--- src/rtl/arf_params.svh ---
`ifndef ARF_PARAMS_SVH
`define ARF_PARAMS_SVH
// register addresses: format and lane registers in bank 1, bank select answers in every bank
`define ARF_ADDR_FMT_AVG      8'h0D
`define ARF_ADDR_LANE_CFG     8'h12
`define ARF_ADDR_BANK_SEL     8'h03
// bank selector code for bank 1
`define ARF_BANK1_CODE        8'h02
// reset values
`define ARF_FMT_AVG_RESET     16'h2002
`define ARF_LANE_CFG_RESET    16'h0002
`define ARF_BANK_SEL_RESET    8'h00
// field positions in the format/averaging register
`define ARF_BIT_FORMAT        13
`define ARF_BIT_GAIN_CAL      7
`define ARF_BIT_AVG_EN        6
`define ARF_DEPTH_MSB         5
`define ARF_DEPTH_LSB         2
// bits of the lane register that are writable
`define ARF_LANE_CFG_MASK     16'h000F
`endif

--- src/rtl/arf_pkg.sv ---
package arf_pkg;
  typedef struct packed {
    logic        format_twos;
    logic        gain_cal_global_enable;
    logic        averaging_enable;
    logic [3:0]  averaging_depth;
  } arf_cfg_type;

  typedef struct packed {
    logic        valid;
    logic [17:0] data;
  } arf_sample_type;
endpackage : arf_pkg

--- src/rtl/arf_accum.sv ---
`timescale 1ns/10ps
// one channel averager: sums groups of 2^(depth+1) samples, emits the mean
module arf_accum #(
  parameter int DW = 18
) (
  input  wire logic                    clock_i,
  input  wire logic                    arst_n_i,
  input  wire logic                    avg_en_i,
  input  wire logic [1:0]              depth_i,
  input  wire arf_pkg::arf_sample_type in_i,
  output arf_pkg::arf_sample_type      out_o
);
  logic [DW+3:0]           sum_q, sum_d;
  logic [3:0]              cnt_q, cnt_d;
  arf_pkg::arf_sample_type out_q, out_d;
  logic [3:0]              last;
  logic [DW+3:0]           total;

  always_comb begin
    sum_d = sum_q;
    cnt_d = cnt_q;
    out_d = out_q;
    out_d.valid = 1'b0;
    last  = 4'((32'd2 << depth_i) - 32'd1);
    total = sum_q + {4'h0, in_i.data};
    if (!avg_en_i) begin
      sum_d = '0;
      cnt_d = '0;
      out_d = in_i;
    end else if (in_i.valid) begin
      if (cnt_q >= last) begin
        sum_d = '0;
        cnt_d = '0;
        out_d.valid = 1'b1;
        // shift widened to 3 bits so depth code 3 divides by 16 instead of wrapping to 0
        out_d.data  = DW'(total >> (3'(depth_i) + 3'd1));
      end else begin
        sum_d = total;
        cnt_d = cnt_q + 4'h1;
      end
    end
  end

  always_ff @(posedge clock_i or negedge arst_n_i) begin
    if (!arst_n_i) begin
      sum_q <= '0;
      cnt_q <= '0;
      out_q <= '0;
    end else begin
      sum_q <= sum_d;
      cnt_q <= cnt_d;
      out_q <= out_d;
    end
  end

  assign out_o = out_q;
endmodule : arf_accum

--- src/rtl/arf_top.sv ---
`timescale 1ns/10ps
`include "arf_params.svh"
// Operation
// - format bit picks straight binary or two's complement
// - global gain calibration enable, resets off
// - averaging enable bit, off after reset
// - depth code 0..3 averages 2,4,8,16
module arf_top #(
  parameter int DW = 18
) (
  input  wire logic                    clock_i,
  input  wire logic                    arst_n_i,
  input  wire logic                    reg_wr_i,
  input  wire logic                    reg_rd_i,
  input  wire logic [7:0]              reg_addr_i,
  input  wire logic [15:0]             reg_wdata_i,
  output logic [15:0]                  reg_rdata_o,
  input  wire arf_pkg::arf_sample_type sample_a_i,
  input  wire arf_pkg::arf_sample_type sample_b_i,
  output arf_pkg::arf_sample_type      result_a_o,
  output arf_pkg::arf_sample_type      result_b_o,
  output logic                         gain_cal_global_enable_o,
  output logic [3:0]                   lane_cfg_o
);
  logic [15:0]             fmt_q, fmt_d;
  logic [15:0]             lane_q, lane_d;
  logic [7:0]              bank_q, bank_d;
  logic [15:0]             rdata_q, rdata_d;
  logic                    bank1;
  arf_pkg::arf_cfg_type    cfg;
  arf_pkg::arf_sample_type avg_out [2];
  arf_pkg::arf_sample_type res_q [2];
  arf_pkg::arf_sample_type res_d [2];
  arf_pkg::arf_sample_type raw_in [2];

  assign raw_in[0] = sample_a_i;
  assign raw_in[1] = sample_b_i;
  // bank 1 registers only answer once the selector points at bank 1
  assign bank1 = (bank_q == `ARF_BANK1_CODE);

  always_comb begin
    cfg.format_twos            = fmt_q[`ARF_BIT_FORMAT];
    cfg.gain_cal_global_enable = fmt_q[`ARF_BIT_GAIN_CAL];
    cfg.averaging_enable       = fmt_q[`ARF_BIT_AVG_EN];
    cfg.averaging_depth        = fmt_q[`ARF_DEPTH_MSB:`ARF_DEPTH_LSB];
  end

  always_comb begin
    fmt_d   = fmt_q;
    lane_d  = lane_q;
    bank_d  = bank_q;
    rdata_d = rdata_q;
    if (reg_wr_i) begin
      if (reg_addr_i == `ARF_ADDR_BANK_SEL) begin
        bank_d = reg_wdata_i[7:0];
      end else if (bank1 && reg_addr_i == `ARF_ADDR_FMT_AVG) begin
        // reserved bits stored as written; host keeps them at reset value
        fmt_d = reg_wdata_i;
      end else if (bank1 && reg_addr_i == `ARF_ADDR_LANE_CFG) begin
        lane_d = reg_wdata_i & `ARF_LANE_CFG_MASK;
      end
    end
    if (reg_rd_i) begin
      if (reg_addr_i == `ARF_ADDR_BANK_SEL) begin
        rdata_d = {8'h00, bank_q};
      end else if (bank1 && reg_addr_i == `ARF_ADDR_FMT_AVG) begin
        rdata_d = fmt_q;
      end else if (bank1 && reg_addr_i == `ARF_ADDR_LANE_CFG) begin
        rdata_d = lane_q;
      end else begin
        rdata_d = 16'h0000;
      end
    end
  end

  always_ff @(posedge clock_i or negedge arst_n_i) begin
    if (!arst_n_i) begin
      fmt_q   <= `ARF_FMT_AVG_RESET;
      lane_q  <= `ARF_LANE_CFG_RESET;
      bank_q  <= `ARF_BANK_SEL_RESET;
      rdata_q <= 16'h0000;
    end else begin
      fmt_q   <= fmt_d;
      lane_q  <= lane_d;
      bank_q  <= bank_d;
      rdata_q <= rdata_d;
    end
  end

  // depth codes above 3 are treated as their low two bits
  for (genvar ch = 0; ch < 2; ch++) begin : g_chan
    arf_accum #(
      .DW (DW)
    ) u_accum (
      .clock_i  (clock_i),
      .arst_n_i (arst_n_i),
      .avg_en_i (cfg.averaging_enable),
      .depth_i  (cfg.averaging_depth[1:0]),
      .in_i     (raw_in[ch]),
      .out_o    (avg_out[ch])
    );

    // averaging is done in straight binary; coding applied last
    always_comb begin
      res_d[ch]      = avg_out[ch];
      res_d[ch].data = cfg.format_twos ? (avg_out[ch].data ^ {1'b1, {(DW-1){1'b0}}})
                                       : avg_out[ch].data;
    end

    always_ff @(posedge clock_i or negedge arst_n_i) begin
      if (!arst_n_i) begin
        res_q[ch] <= '0;
      end else begin
        res_q[ch] <= res_d[ch];
      end
    end
  end

  logic gcal_q;
  logic gcal_d;
  logic [3:0] lane_out_q;
  logic [3:0] lane_out_d;

  always_comb begin
    gcal_d     = cfg.gain_cal_global_enable;
    lane_out_d = lane_q[3:0];
  end

  always_ff @(posedge clock_i or negedge arst_n_i) begin
    if (!arst_n_i) begin
      gcal_q     <= 1'b0;
      lane_out_q <= 4'(`ARF_LANE_CFG_RESET);
    end else begin
      gcal_q     <= gcal_d;
      lane_out_q <= lane_out_d;
    end
  end

  assign reg_rdata_o              = rdata_q;
  assign result_a_o               = res_q[0];
  assign result_b_o               = res_q[1];
  assign gain_cal_global_enable_o = gcal_q;
  assign lane_cfg_o               = lane_out_q;
endmodule : arf_top

--- config.mk ---
export PLATFORM = sky130hd
export DESIGN_NAME = arf_top
export DESIGN_NICKNAME = d
export VERILOG_FILES = /design/src/rtl/arf_pkg.sv /design/src/rtl/arf_accum.sv /design/src/rtl/arf_top.sv
export VERILOG_INCLUDE_DIRS = /design/src /design/src/rtl
export SDC_FILE = /design/constraint.sdc
export NUM_CORES = 1
export LEC_CHECK = 0
export CAP_MARGIN = 30
export CORE_MARGIN = 3
export CORE_UTILIZATION = 64
export DETAILED_ROUTE_END_ITERATION = 16
export DONT_BUFFER_PORTS = 1
export HOLD_SLACK_MARGIN = 0.08
export PLACE_DENSITY = 0.86
export SYNTH_ARGS = -nofsm -noshare
export SYNTH_HDL_FRONTEND = slang
export SYNTH_SLANG_ARGS = --single-unit
--- constraint.sdc ---
create_clock -name clock_i -period 3.53 [get_ports clock_i]
set_input_delay 0.353 -clock clock_i [delete_from_list [all_inputs] [get_ports clock_i]]
set_output_delay 0.353 -clock clock_i [all_outputs]
set_load 0.005 [all_outputs]
# After elaboration in Yosys (flattened, before gate mapping)

Cells that the tools add are included.

Input bits: 66
Register bits: 177
Word-level logic and storage cells: 71
Output and inout port bits: 59

$lt $le $gt $ge: 2
Reductions and logical operators: 7
Bitwise gates (word level): 4
Add/sub/neg operators: 6
Equal/unequal tests: 8
Shift operators: 3
Mux-type cells: 23

Operators by type and width:

| kind                  | count |
|---|---|
| $mux W22              | 6 |
| $mux W19              | 6 |
| $add A22 B18 Y22      | 2 |
| $shr A22 B3 Y18       | 2 |
| $mux W18              | 2 |
| $mux W16              | 2 |
| $mux W4               | 7 |
| $eq A8 B2 Y1 const B  | 2 |
| $add A4 B1 Y4 const B | 2 |
| $eq A8 B4 Y1 const B  | 1 |
| $eq A8 B5 Y1 const B  | 1 |
| $ge A4 B4 Y1          | 2 |
| $reduce_and A2 Y1     | 3 |
| $ne A2 B1 Y1 const B  | 2 |
| $ne A2 B2 Y1 const B  | 2 |
| $not A1 Y1            | 4 |
| $reduce_and A4 Y1     | 1 |
| $shl A2 B2 Y4 const A | 1 |
| $sub A4 B1 Y4 const B | 1 |
| $add A2 B1 Y3 const B | 1 |
| $reduce_and A3 Y1     | 1 |
| $logic_and A1 B1 Y1   | 2 |

# Depth between registers and ports, before layout

Gate-level depths: netlist of run 1.

Word-level depth: 6
Gate-level depth with buffers: 13
Mapped depth without buffers: 10

# Cells and area by module

A second synthesis of run 1 with hierarchy kept.

Cells, all modules: 950
Area, all modules: 9818.2 sq um

By module, submodules not included:

| module                         | area each (sq um) | cells each | instances | sequential area each (sq um) |
|---|---|---|---|---|
| arf_accum at g_chan[1].u_accum | 3494.6            | 398        | 1         | 1126.1 |
| arf_accum at g_chan[0].u_accum | 3320.7            | 359        | 1         | 1126.1 |
| arf_top                        | 3002.9            | 193        | 1         | 2182.1 |

# Least setup slack after synthesis of run 1

No wires, ideal clock.

Path kind: input -> register
From: input sample_a_i[0] (netlist bit)
To: register g_chan[0].u_accum.out_q, in the netlist g_chan[0].u_accum.out_o[16]
Cell stages on the path: 10
Required time: 3.411 ns
Path slack: 0.754 ns
Library setup time: 0.119 ns
Buffers on the path: 0
Arrival time: 2.657 ns
Cell sequence: ha_1 fa_1 a21oi_2 o221a_4 or4b_4 a21oi_2 o211a_1 xor2_1 mux4_2 o21a_1

Word-level cells in the longest chain between the ends: 5

RTL lines:

| what                 | line            | text |
|---|---|---|
| from (decl)          | arf_top.sv:18   | `input wire arf_pkg::arf_sample_type sample_a_i,` |
| $add A22 B18 Y22     | arf_accum.sv:25 | `total = sum_q + {4'h0, in_i.data};` |
| $shr A22 B3 Y18      | arf_accum.sv:36 | `out_d.data = DW'(total >> (3'(depth_i) + 3'd1));` |
| $mux W19             | arf_accum.sv:31 | `if (cnt_q >= last) begin` |
| $mux W19             | arf_accum.sv:30 | `end else if (in_i.valid) begin` |
| $mux W19             | arf_accum.sv:26 | `if (!avg_en_i) begin` |
| to (signal assigned) | arf_accum.sv:52 | `out_q <= out_d;` |
| to (decl)            | arf_accum.sv:15 | `arf_pkg::arf_sample_type out_q, out_d;` |

No other way between the ends. The select of a mux whose other input is x is not followed.
A chain may end at the register's enable or synchronous reset.

# Final worst setup path of run 1

From: register g_chan[1].u_accum.sum_q[0]
To: register g_chan[1].u_accum.out_q, in the netlist g_chan[1].u_accum.out_o[15]

Word-level cells in the longest chain between the ends: 5

RTL lines:

| what                   | line            | text |
|---|---|---|
| from (decl)            | arf_accum.sv:13 | `logic [DW+3:0] sum_q, sum_d;` |
| from (signal assigned) | arf_accum.sv:50 | `sum_q <= sum_d;` |
| $add A22 B18 Y22       | arf_accum.sv:25 |  |
| $shr A22 B3 Y18        | arf_accum.sv:36 |  |
| $mux W19               | arf_accum.sv:31 |  |
| $mux W19               | arf_accum.sv:30 |  |
| $mux W19               | arf_accum.sv:26 |  |
| to (signal assigned)   | arf_accum.sv:52 |  |
| to (decl)              | arf_accum.sv:15 |  |

No other way between the ends. The select of a mux whose other input is x is not followed.

==> results of run 1 <==
final timing paths:
kind                                             start                           to  slack (ns)  cells past startpoint
max                         g_chan[1].u_accum.sum_q[0]  g_chan[1].u_accum.out_o[15]        0.53                     10
min                                           arst_n_i               result_a_o[13]       -0.38                      0
max reg2reg                 g_chan[1].u_accum.sum_q[0]  g_chan[1].u_accum.out_o[15]        0.53                     10
min reg2reg                g_chan[0].u_accum.out_o[18]               result_a_o[18]        0.35                      0
max in group asynchronous                     arst_n_i  g_chan[0].u_accum.out_o[10]        3.58                      0
min in group clock_i                          reg_rd_i              reg_rdata_o[14]        0.09                      2
power by group:
part,internal (mW),switching (mW),leakage [nW]
registers,2.08,0.0364,2.27
clock network,0.936,0.887,0.271
logic,0.0955,0.113,2.37
timing repair:
| action | in CTS | in global routing |
|---|---|---|
| resized for setup | 0 | 0 |
| endpoints found under the hold margin | 227 | 178 |
| buffers inserted | 0 | 0 |
| hold buffers | 24 | 1 |
| setup endpoints to repair | 0 | 0 |
kinds of logic (layout without fill, tap and decap cells):
family / after synthesis / after routing / share of synthesized area (%)
AO/OA/AOI/OAI: 313 / 313 / 22.5
XOR/XNOR: 36 / 36 / 3.50
adder cells (fa/ha/maj): 46 / 46 / 6.26
buffers and inverters: 61 / 94 / 2.52
flip-flops: 177 / 177 / 47.0
multiplexers: 56 / 56 / 6.48
AND/OR/NAND/NOR: 234 / 234 / 11.7
sequential cells by signal, summed over array words and instances, names as in the netlist:
register and count:
gain_cal_global_enable_o 1, result_b_o 19, reg_rdata_o 16, g_chan.u_accum.sum_q 44
fmt_q 16, lane_q 4, bank_q 8, g_chan.u_accum.out_o 38
result_a_o 19, g_chan.u_accum.cnt_q 8, lane_cfg_o 4
worst max-delay path: cells and delay by family, from the launching register on:
family / cells / cell delay [ns]
multiplexers: 1 / 0.16
adder cells (fa/ha/maj): 2 / 0.69
AO/OA/AOI/OAI: 6 / 1.48
AND/OR/NAND/NOR: 1 / 0.19
flip-flops: 1 / 0.38
layout make-up:
type	count	area, um^2	share of cell area, %
well taps	180	225	2.16
inverters	20	75.1	0.719
clock inverters	15	136	1.31
multi-input cells	685	4770	45.6
clock buffers	17	425	4.07
flip-flops and latches	177	4430	42.5
repair buffers	42	378	3.62
through the flow:
stage	instances	setup WS (ns)	hold slack [ns]	utilization [%]	power (mW)
6_report	1136	0.525	-0.379	73.8	4.15
5_1_grt	1136	0.349	-0.400	73.8	4.29
4_1_cts	1135	0.532	-0.395	73.7	4.16
3_5_place_dp	1079	0.545	0.0625	68.0	2.33
3_3_place_gp	1079	0.639	0.0623	68.0	2.33
2_1_floorplan	923	0.754	0.0574	-	2.29
cells in the mapped netlist (4+ instances only):
| master | n | area [um^2] |
|---|---|---|
| a211oi_1 | 15 | 113 |
| a21boi_0 | 5 | 37.5 |
| a21o_1 | 20 | 150 |
| a21oi_1 | 60 | 300 |
| a221o_1 | 4 | 40.0 |
| a221oi_1 | 12 | 105 |
| a22o_1 | 34 | 298 |
| a22oi_1 | 5 | 37.5 |
| a31oi_1 | 8 | 50.1 |
| and3_1 | 11 | 68.8 |
| clkbuf_1 | 36 | 135 |
| dfrtp_1 | 173 | 4330 |
| dfstp_2 | 4 | 105 |
| ha_1 | 44 | 551 |
| inv_1 | 19 | 71.3 |
| mux2_2 | 31 | 349 |
| mux2i_1 | 24 | 240 |
| nand2_1 | 81 | 304 |
| nand2b_1 | 10 | 62.6 |
| nand3_1 | 26 | 130 |
| nor2_1 | 59 | 221 |
| nor3_1 | 12 | 60.1 |
| o211ai_1 | 11 | 82.6 |
| o21a_1 | 4 | 30.0 |
| o21ai_0 | 65 | 325 |
| o22ai_1 | 28 | 175 |
| o31ai_1 | 4 | 30.0 |
| or3_1 | 6 | 37.5 |
| xnor2_1 | 19 | 166 |
| xor2_1 | 15 | 131 |
metal layers:
layer,part of all wire (%),track usage [%]
met1,43,42.9
met2,45,45.4
met3,9.1,6.48
met4,2.7,10.2
met5,0,0
==> summary.md, run 1 <==
| Metric | Value |
|---|---|
| Outcome | finished with violations |
| Failing checks | negative hold slack |
| Final Instance Area | 0.0104 mm^2 |
| Routed vias/inst | 6.72 |
| Antenna diodes | 0 |
| Critical Path AT | 3.33 ns |
| All-Layer GR Usage | 29.9% |
| Setup crit end kind | register |
| MaxCap Viol Count | 0 |
| WL final | 24,000 um |
| Post-placement cell area | 0.00963 mm^2 |
| WL/cell | 21.1 um |
| TritonCTS clock tree | done |
| Post-synth ARST share | 100% |
| Grt ovf | 0 |
| Max Clock Freq | 333 MHz |
| Max IR drop VDD | 0.310 mV |
| Initial DRT Pass Iterations | 5 |
| Dominant synthesized flop cell | dfrtp_1 |
| Commonest non-fill, non-tap cell in the layout | dfrtp_1 |
| Global-route wire length before repair | 38,600 um |
| Cell area after synthesis | 0.00944 mm^2 |
| Share of cells above drive strength 1 | 10.8% |
| Final hold slack | -0.379 ns |
| Lkg Pwr | 4.91 nW |
| # IOs | 125 |
| Worst hold path type | primary input to asynchronous set/reset pin |
| Die X | 127 um |
| Critical Path RT | 3.85 ns |
| Clock Path Buffers | 2 |
| Post-synthesis sequential area ratio | 47.0% |
| Gpl congestion | 0.911 |
| PD cells | 398 mW/mm^2 |
| Period utilisation layout | 85.1% |
| Worst slew pin tran | 0.940 ns |
| Synth unique cells | 76 |
| Final Max Tran Viols | 0 |
| Slowest stage cell, crit path | fa_1 |
| Post-synth EDFFs | 0 |
| Synthesis Warnings | 0 |
| CP cell instances | ha_1, fa_1, a211oi_1, o211ai_1, nand3_1, o21ai_0, a21oi_1, mux2i_1, a211o_1, o21a_1 |
| Crit path kind | register to register |
| Syn_nets | 1,035 |
| Core ar. | 0.0141 mm^2 |
| Die Y-Extent | 127 um |
| H-tree levels | 4 |
| Pin count of the biggest net entering global routing | 178 |
| Maximum net fanout on the critical path | 6 |
| Area Overhead vs Synth | 10.6% |
| Max-slew headroom | 37.1% |
| Root buffer cell | clkbuf_16 |
| Cells after Synth | 923 |
| DR DRC count | 0 |
| Most frequent cells in the layout | dfrtp_1 (173), nand2_1 (81), o21ai_0 (65) |
| Final hold vios | 177 |
| Initial antenna violation count | 0 |
| # port buffers | 0 |
| # fillers | 972 |
| Slowest cell delay on critical path | 0.46 ns |
| Total CTS buffers | 17 |
| Starting DRC count in detailed routing | 731 |
| Mean Syn Cell Area | 10.2 um^2 |
| Clock transition at path regs | 0.07 ns |
| Final setup vio count | 0 |
| Number of global-route vias before repair | 7,428 |
| Routed Antenna Nets | 0 |
| Clock Sinks | 177 |
| DP HPWL | 16,000 um |
| Clock skew | 0.0115 ns |
| Crit path launch type | register |
| Final min period | 3.00 ns |
| Site Rows | 43 |
| Flops & latches, synth | 177 |
| Nets | 1,055 |
| Clock latency on the worst-skew pair | 0.43 ns |
| Setup TNS | 0 ns |
| Die ar. | 0.0162 mm^2 |
| RSZ-0062 raised after global routing | false |
| Routed vias | 7,638 |
| Starting Density | 66.7% |
Note: power is estimated with default switching activity, not from simulation.
==> inputs of run 2 (changes only) <==
--- a/config.mk
+++ b/config.mk
@@ -6,6 +6,7 @@
 export SDC_FILE = /design/constraint.sdc
 export NUM_CORES = 1
 export LEC_CHECK = 0
+export ABC_AREA = 1
 export CAP_MARGIN = 30
 export CORE_MARGIN = 3
 export CORE_UTILIZATION = 64
==> run 2 against run 1 <==
Net effect: the flow still finishes with violations (negative hold slack); sequential share of layout area fell by 3.1 points; clock skew fell by 0.0012 ns; area after synthesis is 8.2% higher; register-to-register slack gained 0.26 ns; global-route usage rose by 3.7 points; routed wire length grew 21%; fmax increased by 9.3%; flip-flop and latch count is the same; setup slack improved by 0.26 ns; core utilization shrank 0.75 points; critical path type unchanged; largest cell class unchanged; largest power group unchanged; highest routed layer unchanged.
==> summary.md, run 2 <==
| Metric | Value |
|---|---|
| Synth unique cells | 42 (was 76) |
| TritonCTS clock tree | done (unchanged) |
| H-tree levels | 4 (unchanged) |
| Final setup vio count | 0 (unchanged) |
| Initial DRT Pass Iterations | 6 (was 5) |
| Pin count of the biggest net entering global routing | 178 (unchanged) |
| Cell count after placement | 1,548 (was 1,079) |
| Routed vias | 9,652 (was 7,638) |
| Metal2 WL | 14,400 um (was 10,800 um) |
| Post-placement cell area | 0.0104 mm^2 (was 0.00963 mm^2) |
| DP HPWL | 20,200 um (was 16,000 um) |
| # IOs | 125 (unchanged) |
| Routed Antenna Nets | 0 (unchanged) |
| PD cells | 394 mW/mm^2 (was 398 mW/mm^2) |
| Final Instance Area | 0.0113 mm^2 (was 0.0104 mm^2) |
| Starting DRC count in detailed routing | 1,056 (was 731) |
| Critical Path AT | 3.09 ns (was 3.33 ns) |
| Flops & latches, synth | 177 (unchanged) |
| Synth top area cells | dfrtp_1 (42%), nand2_1 (16%), nand3_1 (8.0%), inv_1 (6.3%), ha_1 (5.4%) (was dfrtp_1 (46%), ha_1 (5.8%), mux2_2 (3.7%), o21ai_0 (3.4%), nand2_1 (3.2%)) |
| Mean Syn Cell Area | 7.50 um^2 (was 10.2 um^2) |
| Largest family of logic cells by synthesized area | simple AND/OR/NAND/NOR gates (was compound AO/OA/AOI/OAI gates) |
| Post-synth EDFFs | 0 (unchanged) |
| Clock latency on the worst-skew pair | 0.44 ns (was 0.43 ns) |
| Antenna diodes | 0 (unchanged) |
| Final min period | 2.75 ns (was 3.00 ns) |
| Layout Utilization | 73.0% (was 73.8%) |
| Setup crit end kind | register (unchanged) |
| Synth Area in XOR/XNOR | 1.89% (was 3.50%) |
| All-Layer GR Usage | 33.6% (was 29.9%) |
| Clock Path Buffers | 2 (unchanged) |
| Mux contribution to synthesized area | 1.18% (was 6.48%) |
| Worst slew pin tran | 1.00 ns (was 0.940 ns) |
| Site Rows | 45 (was 43) |
| DR DRC count | 0 (unchanged) |
| Compound-cell area share of the yosys netlist | 10.3% (was 22.5%) |
| Critical Path Start | fmt_q[3] (was g_chan[1].u_accum.sum_q[0]) |
| Seq. cell area | 0.00443 mm^2 (unchanged) |
| Lkg Pwr | 5.87 nW (was 4.91 nW) |
| Global-route wire length before repair | 46,800 um (was 38,600 um) |
| Start of the worst register-to-register path | fmt_q[3] (was g_chan[1].u_accum.sum_q[0]) |
| Failing checks | negative hold slack (unchanged) |
| Setup TNS | 0 ns (unchanged) |
| Post-synthesis adder-cell area fraction | 5.78% (was 6.26%) |
| Most common library cells after synthesis | nand2_1 (442), dfrtp_1 (173), inv_1 (170), nand3_1 (163), nor2_1 (77) (was dfrtp_1 (173), nand2_1 (81), o21ai_0 (65), a21oi_1 (60), nor2_1 (59)) |
| Final hold slack | -0.395 ns (was -0.379 ns) |
| Maximum net fanout on the critical path | 17 (was 6) |
| Cell area after synthesis | 0.0102 mm^2 (was 0.00944 mm^2) |
| Share of the synthesized area in the top cell type | 42.4% (was 45.9%) |
| Max Clock Freq | 364 MHz (was 333 MHz) |
| Commonest non-fill, non-tap cell in the layout | nand2_1 (was dfrtp_1) |
| Outcome | finished with violations (unchanged) |
| WL final | 29,100 um (was 24,000 um) |
| # fillers | 1,224 (was 972) |
| Dominant synthesized flop cell | dfrtp_1 (unchanged) |
| Synth area leader | dfrtp_1 (unchanged) |
| Syn_nets | 1,473 (was 1,035) |
| DR WL met3 | 2600 um (was 2190 um) |
| Clock transition at path regs | 0.07 ns (about the same) |
| Top reg by flops | g_chan.u_accum.sum_q (unchanged) |
| Hold-fix buffers, CTS | 22 (was 24) |
| R2R Setup Slk | 0.78 ns (was 0.53 ns) |
| Footprint of the multi-input gates | 0.00497 mm^2 (was 0.00477 mm^2) |
| Grt ovf | 0 (unchanged) |
| Post-Layout Cell Count | 1,602 (was 1,136) |
| Crit path launch type | register (unchanged) |
| Post-synth ARST share | 100% (unchanged) |
| Die Y-Extent | 132 um (was 127 um) |
| Core ar. | 0.0154 mm^2 (was 0.0141 mm^2) |
| Highest routed metal layer | met4 (unchanged) |
| Root buffer cell | clkbuf_16 (unchanged) |
| Post-CTS Setup Bufs | 0 (unchanged) |
| Max-slew headroom | 33.1% (was 37.1%) |
| Cells after Synth | 1,361 (was 923) |
| Clock skew | 0.0103 ns (was 0.0115 ns) |
| Final Max Tran Viols | 0 (unchanged) |
| Total CTS buffers | 17 (unchanged) |
| Period utilisation layout | 77.9% (was 85.1%) |
| Initial antenna violation count | 0 (unchanged) |
| Routed vias/inst | 6.02 (was 6.72) |
| Post-synthesis sequential area ratio | 43.4% (was 47.0%) |
| WL/cell | 18.2 um (was 21.1 um) |
| # port buffers | 0 (unchanged) |
| Area Overhead vs Synth | 10.4% (was 10.6%) |
| Critical Path RT | 3.87 ns (was 3.85 ns) |
| Gpl congestion | 1.02 (was 0.911) |
| Simple-gate portion of the synthesized area | 29.5% (was 11.7%) |
| Final hold vios | 177 (unchanged) |
| Met1 WL | 11,100 um (was 10,400 um) |
| RSZ-0062 raised after global routing | false (unchanged) |
| Die X | 132 um (was 127 um) |
| Max IR drop VDD | 0.359 mV (was 0.310 mV) |
| Crit path kind | register to register (unchanged) |
| Resize count post-CTS | 0 (unchanged) |
| Max reg flops | 44 (unchanged) |
| MaxCap Viol Count | 0 (unchanged) |
| Synthesis Warnings | 0 (unchanged) |
| Share of cells above drive strength 1 | 4.60% (was 10.8%) |
| Clock Sinks | 177 (unchanged) |
| Nets | 1,490 (was 1,055) |
| Starting Density | 66.2% (was 66.7%) |
| Most common cell in the synthesized netlist | nand2_1 (was dfrtp_1) |
| Number of global-route vias before repair | 9,218 (was 7,428) |
| Worst hold path type | primary input to asynchronous set/reset pin (unchanged) |
| Most frequent cells in the layout | nand2_1 (442), dfrtp_1 (173), inv_1 (170) (was dfrtp_1 (173), nand2_1 (81), o21ai_0 (65)) |
| Die ar. | 0.0175 mm^2 (was 0.0162 mm^2) |
run 2: cell count changes after synthesis, sizes merged, moves of 11 or more:
cell    previous run  this run
a211oi            16         0
a21o              20         4
a22o              34         9
and3              11         0
buf                5        17
clkbuf            36        19
inv               19       171
mux2              31         8
mux2i             24         3
nand2             82       443
nand3             26       163
nor2              60        78
o211ai            12         1
run 2: through the flow:
stage / hold WS [ns] / power, mW / setup WS, ns
detailed placement: 0.0652 / 2.35 / 0.910
finish: -0.395 / 4.44 / 0.781
global placement: 0.0660 / 2.35 / 1.00
global route: -0.408 / 4.56 / 0.559
CTS: -0.397 / 4.43 / 0.834
floorplan: 0.0574 / 2.30 / 1.28
run 2: cells by family (layout without fill, tap and decap cells):
logic type / after synthesis / in the layout
XOR/XNOR: 22 / 22
adder cells (fa/ha/maj): 46 / 46
buffers and inverters: 209 / 239
multiplexers: 11 / 11
AND/OR/NAND/NOR: 717 / 717
AO/OA/AOI/OAI: 179 / 179
flip-flops: 177 / 177
run 2: final timing paths:
check,to,cells after the start
max in group asynchronous,fmt_q[13],0
worst max-delay path,g_chan[0].u_accum.out_o[3],11
worst min register to register,result_b_o[18],0
worst min-delay path,lane_cfg_o[0],0
worst max register to register,g_chan[0].u_accum.out_o[3],11
min in group clock_i,fmt_q[4],2
run 2: final cells by class:
class,count,area share [%]
tap,211,2.34
inverter,173,5.76
clock inverter,13,1.74
timing repair buffer,34,2.75
multi-input combinational,975,44.1
sequential,177,39.4
clock buffer,19,3.93
run 2: routing by layer:
metal  GRT usage (%)  up-vias
met5               0        -
met4            13.3        0
met3            6.87      107
met2            57.8      524
met1            41.7     4551
li1                -     4470
run 2: critical path, cell delays in order (launching register included):
cell and delay, ns:
dfrtp_1 0.38, buf_4 0.20, nor2_1 0.40, ha_1 0.31, a21oi_1 0.13, o21a_1 0.22, nand2_1 0.07, nand2_1 0.16
inv_1 0.34, o22ai_1 0.23, o21bai_1 0.14, inv_1 0.05
run 2: power by group:
group	switching (mW)	internal [mW]
sequential	0.0360	2.08
clock	0.865	1.22
combinational	0.139	0.0915
